## config.mk

```make
export PLATFORM = sky130hd
export DESIGN_NAME = tag_beacon
export DESIGN_NICKNAME = d
export VERILOG_FILES = /design/src/logic/beacon_pkg.sv /design/src/logic/bit_link_if.sv /design/src/logic/bit_buffer.sv /design/src/logic/tag_beacon.sv
export SDC_FILE = /design/constraint.sdc
export NUM_CORES = 1
export LEC_CHECK = 0
export BUFFER_PORTS_ARGS = -buffer_cell sky130_fd_sc_hd__buf_4
export CAP_MARGIN = 15
export CORE_UTILIZATION = 60
export CTS_BUF_LIST = sky130_fd_sc_hd__clkbuf_8
export CTS_CLUSTER_SIZE = 20
export DETAILED_ROUTE_END_ITERATION = 8
export GPL_ROUTABILITY_DRIVEN = 0
export GPL_TIMING_DRIVEN = 0
export PLACE_DENSITY = 0.82
export SETUP_SLACK_MARGIN = 0.5
export SYNTH_ARGS = -nofsm -noshare
export SYNTH_HDL_FRONTEND = slang
export SYNTH_SLANG_ARGS = --single-unit
```

## constraint.sdc

```tcl
create_clock -name clk -period 9.2 [get_ports clk]
set_input_delay 1.38 -clock clk [delete_from_list [all_inputs] [get_ports clk]]
set_output_delay 1.38 -clock clk [all_outputs]
set_load 0.05 [all_outputs]
```

## src/logic/beacon_pkg.sv

```systemverilog
package beacon_pkg;
  // Stored word length.
  localparam int WORD_BITS = 154;
  // Bit counter width.
  localparam int BIT_IDX_W = 8;
  // Core clock rate in Hz.
  localparam int CLK_HZ = 10000000;
  // Nominal bit rate in Hz.
  localparam int BIT_RATE_HZ = 70000;
  // Cycles per half bit, rounded down.
  localparam int HALF_BIT_CYC = CLK_HZ / (2 * BIT_RATE_HZ);
  // Half-bit counter width.
  localparam int HALF_W = 7;
  // Nominal sleep time in ms.
  localparam int SLEEP_MS = 100;
  // Nominal sleep time in cycles.
  localparam int SLEEP_CYC = CLK_HZ / 1000 * SLEEP_MS;
  // Sleep counter width.
  localparam int SLEEP_W = 24;
  // Sleep seed width and its reset value.
  localparam int SEED_W = 16;
  localparam logic [SEED_W-1:0] SEED_RST = 16'hace1;
  // Sequencer states.
  typedef enum logic [1:0] {ST_SEND, ST_DRAIN, ST_SLEEP} seq_state_t;
endpackage

```

## src/logic/bit_link_if.sv

```systemverilog
`timescale 1ns/1ps
// Carries data bits from the sequencer to the encoder buffer.
interface bit_link_if;
  logic valid;  // A bit is offered.
  logic ready;  // The buffer can take a bit.
  logic data;   // The offered bit.
  modport src (output valid, output data, input ready);
  modport dst (input valid, input data, output ready);
endinterface

```

## src/logic/bit_buffer.sv

```systemverilog
`timescale 1ns/1ps
// Two-entry buffer of single data bits with valid and ready on both sides.
module bit_buffer (
  input  wire logic clk,
  input  wire logic rst,
  bit_link_if.dst   in_link,
  output logic      out_valid,
  input  wire logic out_ready,
  output logic      out_data
);
  logic [1:0] mem;    // Storage slots.
  logic       wr_ptr; // Write slot.
  logic       rd_ptr; // Read slot.
  logic [1:0] count;  // Entries held.
  logic       push;   // Word taken in.
  logic       pop;    // Word handed out.

  assign in_link.ready = (count != 2'h2);
  assign out_valid     = (count != 2'h0);
  assign out_data      = mem[rd_ptr];
  assign push          = in_link.valid && in_link.ready;
  assign pop           = out_valid && out_ready;

  // Stores an incoming bit.
  always_ff @(posedge clk or posedge rst) begin
    if (rst) begin
      mem    <= 2'h0;
      wr_ptr <= 1'b0;
    end else if (push) begin
      mem[wr_ptr] <= in_link.data;
      wr_ptr      <= ~wr_ptr;
    end
  end

  // Advances the read slot.
  always_ff @(posedge clk or posedge rst) begin
    if (rst) begin
      rd_ptr <= 1'b0;
    end else if (pop) begin
      rd_ptr <= ~rd_ptr;
    end
  end

  // Tracks the fill level.
  always_ff @(posedge clk or posedge rst) begin
    if (rst) begin
      count <= 2'h0;
    end else begin
      count <= count + {1'b0, push} - {1'b0, pop};
    end
  end
endmodule

```

## src/logic/tag_beacon.sv

```systemverilog
`timescale 1ns/1ps
module tag_beacon
  import beacon_pkg::*;
#(
  parameter int SLEEP_CYCLES = beacon_pkg::SLEEP_CYC
) (
  input  wire logic                             clk,
  input  wire logic                             rst,
  input  wire logic [beacon_pkg::WORD_BITS-1:0] stored_word,
  input  wire logic [beacon_pkg::SEED_W-1:0]    tag_trim,
  output logic                                  mod_switch,
  output logic                                  frame_active
);
  import beacon_pkg::*;

  bit_link_if link ();              // Sequencer to buffer path.
  seq_state_t           state;      // Sequencer state.
  logic [BIT_IDX_W-1:0] bit_idx;    // Next bit to offer.
  logic [SLEEP_W-1:0]   sleep_cnt;  // Sleep countdown.
  logic [SEED_W-1:0]    lfsr;       // Per-tag spread generator.
  logic [WORD_BITS-1:0] word_q;     // Word latched for this frame.
  logic                 enc_valid;  // Buffer offers a bit.
  logic                 enc_data;   // Bit at the buffer head.
  logic                 enc_take;   // Encoder takes the head bit.
  logic                 busy;       // Encoder is sending a bit.
  logic                 phase;      // Low in first half of a bit.
  logic                 cur_bit;    // Bit being sent.
  logic [HALF_W-1:0]    half_cnt;   // Half-bit timer.
  logic                 half_done;  // End of a half bit.
  logic [SLEEP_W-1:0]   spread;     // Extra sleep for this wake-up.

  // Product width for scaling the spread to the nominal sleep.
  localparam int PROD_W  = SLEEP_W + SEED_W;
  // Cycles from the first sampled half-bit level to the mid-bit edge.
  localparam int MID_DLY = HALF_BIT_CYC;

  logic [PROD_W-1:0]    spread_prod; // Generator value times nominal sleep.

  // Offer bits in fixed order while sending; the word input is read only.
  assign link.valid = (state == ST_SEND);
  assign link.data  = word_q[WORD_BITS-1-int'(bit_idx)];

  bit_buffer u_buf (
    .clk       (clk),
    .rst       (rst),
    .in_link   (link),
    .out_valid (enc_valid),
    .out_ready (enc_take),
    .out_data  (enc_data)
  );

  assign half_done = busy && (half_cnt == HALF_W'(HALF_BIT_CYC - 1));
  assign enc_take  = enc_valid && (!busy || (half_done && phase));
  // The spread spans zero to one nominal sleep, so a tag sleeps from half
  // to one and a half times the nominal time; tags with other trims wake in
  // other slots and seldom talk over each other.
  assign spread_prod = PROD_W'(SLEEP_CYCLES) * PROD_W'(lfsr);
  assign spread      = spread_prod[PROD_W-1:SEED_W];

  // Sequencer: send, let encoder drain, sleep, repeat.
  always_ff @(posedge clk or posedge rst) begin
    if (rst) begin
      // Power-up enters sleep with an empty timer: the next edge starts the
      // first frame and latches the stored word on the way.
      state <= ST_SLEEP;
    end else begin
      unique case (state)
        ST_SEND: begin
          if (link.ready && bit_idx == BIT_IDX_W'(WORD_BITS - 1)) begin
            state <= ST_DRAIN;
          end
        end
        ST_DRAIN: begin
          if (!enc_valid && !busy) begin
            state <= ST_SLEEP;
          end
        end
        ST_SLEEP: begin
          if (sleep_cnt == '0) begin
            state <= ST_SEND;
          end
        end
      endcase
    end
  end

  // Bit index restarts at the first bit on every frame.
  always_ff @(posedge clk or posedge rst) begin
    if (rst) begin
      bit_idx <= '0;
    end else if (state != ST_SEND) begin
      bit_idx <= '0;
    end else if (link.ready) begin
      bit_idx <= bit_idx + 1'b1;
    end
  end

  // The word is captured whenever no frame is on air, so every frame,
  // the first after power-up included, sends one consistent stored word.
  always_ff @(posedge clk or posedge rst) begin
    if (rst) begin
      word_q <= '0;
    end else if (state != ST_SEND) begin
      word_q <= stored_word;
    end
  end

  // Sleep timer loads half the nominal time plus the spread at frame end.
  always_ff @(posedge clk or posedge rst) begin
    if (rst) begin
      sleep_cnt <= '0;
    end else if (state == ST_DRAIN) begin
      sleep_cnt <= SLEEP_W'(SLEEP_CYCLES / 2) + spread;
    end else if (sleep_cnt != '0) begin
      sleep_cnt <= sleep_cnt - 1'b1;
    end
  end

  // The spread generator mixes in the tag trim so tags differ.
  always_ff @(posedge clk or posedge rst) begin
    if (rst) begin
      lfsr <= SEED_RST;
    end else begin
      lfsr <= {lfsr[SEED_W-2:0], lfsr[15] ^ lfsr[13] ^ lfsr[12] ^ lfsr[10]}
              ^ tag_trim;
    end
  end

  // Encoder bit framing: two half bits per data bit.
  always_ff @(posedge clk or posedge rst) begin
    if (rst) begin
      busy     <= 1'b0;
      phase    <= 1'b0;
      cur_bit  <= 1'b0;
      half_cnt <= '0;
    end else if (enc_take) begin
      busy     <= 1'b1;
      phase    <= 1'b0;
      cur_bit  <= enc_data;
      half_cnt <= '0;
    end else if (half_done) begin
      busy     <= !phase ? 1'b1 : 1'b0;
      phase    <= ~phase;
      half_cnt <= '0;
    end else if (busy) begin
      half_cnt <= half_cnt + 1'b1;
    end
  end

  // Switch follows the Manchester level; off whenever no bit is sent.
  always_ff @(posedge clk or posedge rst) begin
    if (rst) begin
      mod_switch <= 1'b0;
    end else if (enc_take) begin
      // First half carries the bit value itself.
      mod_switch <= enc_data;
    end else if (half_done && !phase) begin
      // Mid-bit edge: a one falls, a zero rises.
      mod_switch <= ~cur_bit;
    end else if (!busy || half_done) begin
      // No bit follows: release the switch at once, so the frame ends
      // without a stray pulse and the sleep stays tuned.
      mod_switch <= 1'b0;
    end
  end

  // Flags a frame in progress.
  always_ff @(posedge clk or posedge rst) begin
    if (rst) begin
      frame_active <= 1'b0;
    end else begin
      frame_active <= (state != ST_SLEEP);
    end
  end
endmodule

```

==> reports/results.txt, run 1 <==
Status: completed
Gr ovfl total: 0
PostCTS Resize Cnt: 0
Commonest non-fill, non-tap cell in the layout: dfrtp_1
Final setup viols: 0
DP Area: 0.0160 mm^2
Via density: 5.71
CTS Hold Bufs: 0
Level count of the clock H-tree: 2
Critical path data required time: 9660 ps
Commonest cells after routing, fill and taps aside: 213 x dfrtp_1, 173 x buf_4, 155 x mux2_2
Final period utilization: 0.685
CTS tree: yes
Slew headroom: 0.313
Synth warn: 0
Post-Syn Instances: 1181
Top FF cell, synth: dfrtp_1
CP Capture Type: flip-flop
Port Buffer Count: 173
Dpl ws: 2990 ps
Yosys reg bits: 222
Routed len/inst: 18.6 um
Max Fclk: 0.159 GHz
Clk_skew: 24.6 ps
Final Hold Fails: 0
Minimum clock period after layout: 6300 ps
Startpoint class of the critical path: flip-flop
Number of buffers added for setup after CTS: 0
Synth async-reset ratio: 1.00
Slew Viols, Final: 0
Die width: 156 um
Final worst slack: 2900 ps
Mean area per synthesized cell: 12.1 um^2
Worst-path maximum fanout: 6
CTS clk-pin slew, worst paths: 60 ps
Setup tns final: 0 ps
Global-route wire length before repair: 52600 um
Mapped Area: 0.0143 mm^2
Die area: 0.0245 mm^2
1st-pass router iterations: 5
Worst Tran Pin Value: 1030 ps
Max Cap Viol: 0
WP data arrival: 6770 ps
Vias after detailed routing: 9975
CTS root buf: clkbuf_8
CP Class: reg2reg
Initial antenna violation count: 3
# nets final: 1737
Final core utilization: 0.717
Post-synth EDFFs: 0
Io pins: 174
Filler instances: 1613
Die Height: 156 um
Hold crit path type: reg2reg
Largest net degree at the start of global routing: 132
Crit path largest cell delay: 590 ps
Rows: 56
Routed WL: 32400 um
Total track usage: 0.279
Register Area: 0.00557 mm^2
CP Cell Sequence: inv_1 -> fa_1 -> inv_1 -> fa_1 -> fa_1 -> fa_1 -> ha_1 -> inv_1 -> fa_1 -> inv_1 -> ha_1 -> nand2_1 -> a211oi_1 -> o21ai_0 -> nand2b_1 -> xor2_1 -> ha_1 -> a21o_1 -> a21oi_1 -> o21ai_0 -> mux2i_1
DRC viols: 0
Longest Clk Path Bufs: 3
Slowest-stage cell, CP: fa_1
Drt first-iter violations: 469
Vias in the first global route: 10500
Final HPWL DP: 24600 um
Syn_nets: 1522
Area occupied by multi-input gates: 0.00811 mm^2
Distinct cells, synth: 65
Critical path's most frequent cell: fa_1
TritonCTS buffer count: 39
Fraction of layout cells with a size suffix above 1: 0.323
Post-route cell area: 0.0168 mm^2
RSZ-0062 raised after global routing: false
Worst-skew pair later-pin latency: 550 ps
Area Growth Syn to Fin: 17.4%
Post-DRT Antenna Nets: 0
# clock sinks: 222
Sequential share of the synthesized area: 0.389
Core area: 0.0234 mm^2
Initial Util: 0.611
-- cell type report --
class	count	area share
diodes	4	0.000596
plain buffers	40	0.0115
clock buffers	47	0.0385
clock inverters	21	0.00611
inverters	115	0.0262
multi-input cells	804	0.483
flip-flops and latches	222	0.332
well taps	319	0.0238
repair buffers	174	0.0790
-- synthesized netlist by cell type, types with 8 or more instances --
master      n  share of area
dfstp_2     9          0.017
nand3_1    15         0.0053
nor3_1     14         0.0049
nand2_1    48          0.013
inv_1     114          0.030
a31oi_1     8         0.0035
xnor2_1    47          0.029
dfrtp_1   213           0.37
fa_1       54          0.076
nand4_1    13         0.0057
xor2_1     35          0.021
ha_1      115           0.10
clkbuf_1   28         0.0074
o21ai_0    39          0.014
o21ai_1     8         0.0028
a21oi_1    37          0.013
mux4_2     49          0.077
mux2_2    155           0.12
o22ai_1    11         0.0048
nor2_1     47          0.012
a21o_1     11         0.0058
-- stage by stage --
step / hold slack, ps / cells
after detailed placement: 469 / 1674
after floorplan: 452 / 1181
after global routing: 503 / 1745
after CTS: 482 / 1742
final: 485 / 1746
after global placement: 464 / 1673
-- final timing paths --
kind / from / endpoint / cells after the start / slack [ps]
max: lfsr[4] / sleep_cnt[17] / 21 / 2900
min: cur_bit / cur_bit / 1 / 480
max reg2reg: lfsr[4] / sleep_cnt[17] / 21 / 2900
min reg2reg: cur_bit / cur_bit / 1 / 480
max in group asynchronous: rst / u_buf.wr_ptr / 3 / 7190
min in group asynchronous: rst / lfsr[9] / 2 / 940
-- cells by family after synthesis --
kind of cell / Yosys count / synth area share
DFF: 222 / 0.389
muxes: 211 / 0.204
and+or+nand+nor: 188 / 0.0676
adders and majority gates: 169 / 0.176
buffers and inverters: 155 / 0.0438
AOI/OAI and AO/OA: 152 / 0.0665
xor gates and xnor gates: 84 / 0.0525
-- routing by layer --
layer / GRT usage / wire length [um]
met4: 0.112 / 1140
met5: 0 / 0
met3: 0.0798 / 2350
met1: 0.340 / 13000
met2: 0.468 / 16000
-- critical path, delay by kind of cell, from the launching register on --
family          cells  cell delay (ps)
compound gates      5             1250
xor+xnor            1              250
fa+ha+maj           8             3430
buf+inv             4              350
flops               1              540
mux                 1              210
simple gates        2              230
-- flip-flops by register name, summed over array words and instances, names as in the netlist, 2 cells and up --
signal / cells
bit_idx: 8
word_q: 154
lfsr: 16
sleep_cnt: 24
state: 2
half_cnt: 7
u_buf.count: 2
u_buf.mem: 2
Power of run 1 is not shown: default switching activity piles up to over one toggle a cycle in this logic, so the estimate is an artifact.
==> run 2: changes to the inputs <==
==> constraint.sdc (replaced) <==
create_clock -name clk -period 5.9 [get_ports clk]
set_input_delay 0.885 -clock clk [delete_from_list [all_inputs] [get_ports clk]]
set_output_delay 0.885 -clock clk [all_outputs]
set_load 0.05 [all_outputs]
==> run 2 against run 1 <==
Fmax is 7.1% higher. Critical endpoint is now sleep_cnt[19]. Cell count is 3.8% higher. Clock skew hardly changed. Highest routed layer unchanged. Core utilization is 6.5 points higher. Setup slack worse by 2900 ps.
==> reports/results.txt, run 2 (synthesis gave the netlist of run 1 again) <==
Die width: 156 um (unchanged)
Commonest non-fill, non-tap cell in the layout: buf_4
Final period utilization: 0.998 (+0.313)
Die Height: 156 um (unchanged)
Largest net degree at the start of global routing: 43 (-67%)
Core area: 0.0234 mm^2 (unchanged)
CTS tree: yes
Critical Path Start: lfsr[6]
WP data arrival: 6260 ps (-510 ps)
# clock sinks: 222 (unchanged)
Critical path's most frequent cell: fa_1
Met2 WL: 20200 um (+26%)
Area Growth Syn to Fin: 28.0%
Biggest regs: word_q: 154 flops, sleep_cnt: 24 flops, lfsr: 16 flops
Crit path largest cell delay: 610 ps (+20 ps)
CP Cell Sequence: inv_4 -> fa_1 -> fa_1 -> inv_1 -> fa_1 -> inv_1 -> fa_1 -> inv_2 -> ha_4 -> ha_4 -> ha_4 -> buf_6 -> a21oi_4 -> o21bai_4 -> a2111oi_4 -> o21bai_1 -> o21ai_1 -> o2111ai_4 -> a311oi_2 -> xor2_1 -> o22ai_1
Slowest-stage cell, CP: dfstp_2
Fraction of layout cells with a size suffix above 1: 0.432 (+0.108)
Slew Viols, Final: 0 (unchanged)
Routed WL: 40400 um (+25%)
Status: completed
Final HPWL DP: 24800 um (+1.0%)
Port Buffer Count: 173 (unchanged)
Biggest register: word_q
Die area: 0.0245 mm^2 (unchanged)
Io pins: 174 (unchanged)
RSZ-0062 raised after global routing: true
Max Fclk: 0.170 GHz (+7.1%)
CTS clk-pin slew, worst paths: 60 ps (about the same)
Rows: 56 (unchanged)
Max Used Layer: met4
CTS Hold Bufs: 0 (unchanged)
Slew headroom: 0.304 (-0.00861)
Global-route wire length before repair: 60300 um (+15%)
DRC viols: 0 (unchanged)
CP Class: reg2reg
Total track usage: 0.325 (+0.0458)
Worst-path maximum fanout: 5 (-1)
Commonest cells after routing, fill and taps aside: 225 x buf_4, 206 x dfrtp_1, 155 x mux2_2
Worst flop-to-flop path startpoint: lfsr[6]
Worst Tran Pin Value: 1040 ps (+12.9 ps)
Clk_skew: 24.6 ps (+0.00520 ps)
Initial antenna violation count: 0 (-3)
Final hold slack: 454 ps (-31.0 ps)
Via density: 6.12 (+7.1%)
Final Hold Fails: 0 (unchanged)
Max Cap Viol: 0 (unchanged)
Vias after detailed routing: 11100 (+11%)
Final setup viols: 0 (unchanged)
Critical path data required time: 6280 ps (-3380 ps)
Vias in the first global route: 11500 (+9.2%)
Worst reg2reg path depth: 21 (unchanged)
CTS root buf: clkbuf_8
M1 WL: 14400 um (+11%)
CP Capture Type: flip-flop
Diode count: 0 (-4)
Routed len/inst: 22.3 um (+20%)
Post-DRT Antenna Nets: 0 (unchanged)
Filler instances: 1324 (-18%)
Initial Util: 0.611 (unchanged)
1st-pass router iterations: 8 (+3)
Level count of the clock H-tree: 2 (unchanged)
Max FFs per register: 154 (unchanged)
Met3 WL: 3700 um (+57%)
Drt first-iter violations: 880 (+88%)
Reg2Reg Setup Slack: 10 ps (-2880 ps)
Longest Clk Path Bufs: 3 (unchanged)
Gr ovfl total: 0 (unchanged)
Startpoint class of the critical path: flip-flop
Hold crit path type: in2async
Minimum clock period after layout: 5890 ps (-417 ps)
TritonCTS buffer count: 41 (+5.1%)
Worst-skew pair later-pin latency: 550 ps (about the same)
# nets final: 1803 (+3.8%)
RR Endpoint: sleep_cnt[19]
run 2: critical path, delay by kind of cell (launching register included):
kind                       cells  cell delay (ps)
xor gates and xnor gates       1              200
buffers and inverters          5              410
AOI/OAI and AO/OA              8             1770
adders and majority gates      7             2730
DFF                            1              610
run 2: timing repair:
action                     4_1_cts  5_1_grt
pin swaps                       66       32
gates resized for setup         96       34
setup endpoints to repair       14       13
setup buffers                   45       14
run 2: final cells by class:
| cell class | instances | area [um^2] | area share |
|---|---|---|---|
| Multi-Input combinational cell | 804 | 8950 | 0.489 |
| Sequential cell | 222 | 5580 | 0.305 |
| Timing Repair Buffer | 238 | 1890 | 0.103 |
| Buffer | 40 | 200 | 0.0109 |
| Inverter | 115 | 450 | 0.0246 |
| Clock buffer | 53 | 729 | 0.0398 |
| Clock inverter | 22 | 115 | 0.00629 |
| Tap cell | 319 | 399 | 0.0218 |
run 2: worst max-delay path by stage:
stage,depth (start not counted),to
2_1_floorplan,20,sleep_cnt[16]
3_3_place_gp,18,sleep_cnt[19]
3_5_place_dp,21,sleep_cnt[15]
4_1_cts,21,sleep_cnt[19]
5_1_grt,23,sleep_cnt[19]
6_report,21,sleep_cnt[19]
run 2: through the flow:
step / setup slack [ps] / cell area (um^2) / TNS (ps) / util / std cells
final: 12.5 / 18300 / 0 / 0.782 / 1813
after floorplan: 493 / 14500 / 0 / - / 1181
after detailed placement: -55.1 / 16300 / -114 / 0.695 / 1679
after CTS: 486 / 18000 / 0 / 0.770 / 1799
after global placement: 45.4 / 16200 / 0 / 0.690 / 1673
after global routing: -190 / 18300 / -1190 / 0.782 / 1813
run 2: metal layers:
metal | track usage | up-vias
met4 | 0.132 | 0
met1 | 0.381 | 5531
met5 | 0 | -
met3 | 0.100 | 194
met2 | 0.555 | 610
li1 | - | 4762
Power of run 2 is left out for the same reason.
==> run 3: changes to the inputs <==
--- a/config.mk
+++ b/config.mk
@@ -7,6 +7,7 @@
 export LEC_CHECK = 0
 export BUFFER_PORTS_ARGS = -buffer_cell sky130_fd_sc_hd__buf_4
 export CAP_MARGIN = 15
+export CORE_ASPECT_RATIO = 1.75
 export CORE_UTILIZATION = 60
 export CTS_BUF_LIST = sky130_fd_sc_hd__clkbuf_8
 export CTS_CLUSTER_SIZE = 20
@@ -14,6 +15,7 @@
 export GPL_ROUTABILITY_DRIVEN = 0
 export GPL_TIMING_DRIVEN = 0
 export PLACE_DENSITY = 0.82
+export REMOVE_ABC_BUFFERS = 1
 export SETUP_SLACK_MARGIN = 0.5
 export SYNTH_ARGS = -nofsm -noshare
 export SYNTH_HDL_FRONTEND = slang
==> run 3 against run 2 <==
Cell area fell by 1.6%. Fmax is 3.7% higher. Via count fell by 6.1%.
==> reports/results.txt, run 3 (synthesis gave the netlist of run 1 again) <==
Vias after detailed routing: 10400 (-6.1%)
Max Fclk: 0.176 GHz (+3.7%)
CTS root buf: clkbuf_8
Via density: 5.98 (-2.3%)
CTS tree: yes
Slowest-stage cell, CP: fa_1
Non-Filler Instances: 1742 (-3.9%)
Crit path depth: 22 (+4.8%)
Io pins: 174 (unchanged)
Max Cap Viol: 0 (unchanged)
Routed WL: 36400 um (-9.7%)
Final setup viols: 0 (unchanged)
Dpl ws: -442 ps (-387 ps)
CTS Hold Bufs: 0 (unchanged)
DRC viols: 0 (unchanged)
Clk_skew: 18.7 ps (-5.96 ps)
DP Area: 0.0159 mm^2 (-2.2%)
Port Buffer Count: 173 (unchanged)
Global-route wire length before repair: 56000 um (-7.2%)
Worst reg2reg path depth: 22 (+4.8%)
Setup crit end: sleep_cnt[16]
Total track usage: 0.292 (-0.0326)
Hold crit path type: in2reg
Routed len/inst: 20.9 um (-6.1%)
# clock sinks: 222 (unchanged)
Rows: 74 (+32%)
Die area: 0.0245 mm^2 (about the same)
WP data arrival: 6130 ps (-130 ps)
Final core utilization: 0.772 (-0.0103)
Final Hold Fails: 0 (unchanged)
Worst flop-to-flop path startpoint: lfsr[3]
1st-pass router iterations: 5 (-3)
RSZ-0062 raised after global routing: true
Placed Instances: 1623 (-3.3%)
Vias in the first global route: 11300 (-1.7%)
Die Height: 206 um (+32%)
Slew headroom: 0.298 (-0.00616)
CTS clk-pin slew, worst paths: 80 ps (+20 ps)
Reg2Reg Setup Slack: 220 ps (+210 ps)
Largest net degree at the start of global routing: 132 (+210%)
Final HPWL DP: 23500 um (-5.3%)
CP Cell Sequence: inv_4 -> fa_1 -> inv_1 -> fa_1 -> fa_1 -> fa_1 -> ha_1 -> inv_1 -> fa_1 -> inv_2 -> ha_4 -> buf_4 -> nand2_2 -> a21oi_4 -> o21ai_1 -> or3_1 -> nand4_1 -> nor4_4 -> buf_6 -> a311oi_2 -> xnor2_1 -> o22ai_1
Final period utilization: 0.962 (-0.0356)
Max FFs per register: 154 (unchanged)
Commonest non-fill, non-tap cell in the layout: buf_4
Worst-skew pair later-pin latency: 590 ps (+40 ps)
Gr ovfl total: 0 (unchanged)
CP top delay family: adder cells
Startpoint class of the critical path: flip-flop
Bufs and invs on worst path: 6 (+1)
CP Class: reg2reg
# nets final: 1754 (-2.7%)
Critical path's most frequent cell: fa_1
Fraction of layout cells with a size suffix above 1: 0.442 (+0.0102)
Critical Path Start: lfsr[3]
Post-DRT Antenna Nets: 0 (unchanged)
Area Growth Syn to Fin: 26.0%
Die width: 119 um (-24%)
Biggest register: word_q
Critical path data required time: 6350 ps (+70 ps)
Status: completed
Longest Clk Path Bufs: 3 (unchanged)
TritonCTS buffer count: 31 (-24%)
RR Endpoint: sleep_cnt[16]
Core area: 0.0233 mm^2 (-0.30%)
Level count of the clock H-tree: 1 (-1)
CP Capture Type: flip-flop
Commonest cells after routing, fill and taps aside: 223 x buf_4, 204 x dfrtp_1, 155 x mux2_2
Final worst slack: 222 ps (+210 ps)
Slew Viols, Final: 0 (unchanged)
Biggest regs: word_q: 154 flops, sleep_cnt: 24 flops, lfsr: 16 flops
Crit path largest cell delay: 530 ps (-80 ps)
Initial Util: 0.613 (+0.00183)
Drt first-iter violations: 563 (-36%)
Minimum clock period after layout: 5680 ps (-210 ps)
Initial antenna violation count: 1 (+1)
Worst Tran Pin Value: 1050 ps (+9.24 ps)
Worst-path maximum fanout: 6 (+1)
Post-route cell area: 0.0180 mm^2 (-1.6%)
==> run 3: worst min-delay path by stage <==
stage | slack, ps | startpoint | end | depth (start not counted)
finish | 430 | tag_trim[7] | lfsr[7] | 2
CTS | 420 | tag_trim[7] | lfsr[7] | 2
global route | 430 | tag_trim[6] | lfsr[6] | 2
floorplan | 450 | cur_bit | cur_bit | 1
detailed placement | 480 | state[1] | state[1] | 2
global placement | 460 | state[1] | state[1] | 2
==> run 3: metal layers <==
metal | vias up | routed length, um | track usage
li1 | 4640 | - | -
met1 | 5168 | 12100 | 0.294
met2 | 437 | 19700 | 0.548
met3 | 176 | 2060 | 0.0555
met4 | 0 | 2590 | 0.185
met5 | - | 0 | 0
==> run 3: cell type report <==
class / instances / area (um^2)
Antenna cell: 1 / 2.50
Clock buffer: 41 / 564
Clock inverter: 16 / 129
Fill cell: 1376 / 5320
Inverter: 115 / 453
Multi-Input combinational cell: 804 / 8990
Sequential cell: 222 / 5580
Tap cell: 304 / 380
Timing Repair Buffer: 239 / 1920
==> run 3: what timing repair did <==
item                       in CTS  in global routing
pin swaps                      83                 23
gates resized for setup       148                 32
setup buffers                  50                 11
setup endpoints to repair      15                 13
==> run 3: stage by stage <==
step	hold slack (ps)	TNS (ps)
after global routing	428	0
final	431	0
after floorplan	452	-223200
after CTS	418	0
after global placement	462	-777030
after detailed placement	479	-2730
==> run 3: worst register-to-register path: cells and delay by family, from the launching register on <==
family | cells | cell delay [ps]
adder cells (fa/ha/maj) | 7 | 3070
XOR/XNOR | 1 | 170
AND/OR/NAND/NOR | 4 | 710
buffers and inverters | 6 | 510
AO/OA/AOI/OAI | 4 | 680
flip-flops | 1 | 410
Power of run 3 is left out for the same reason.
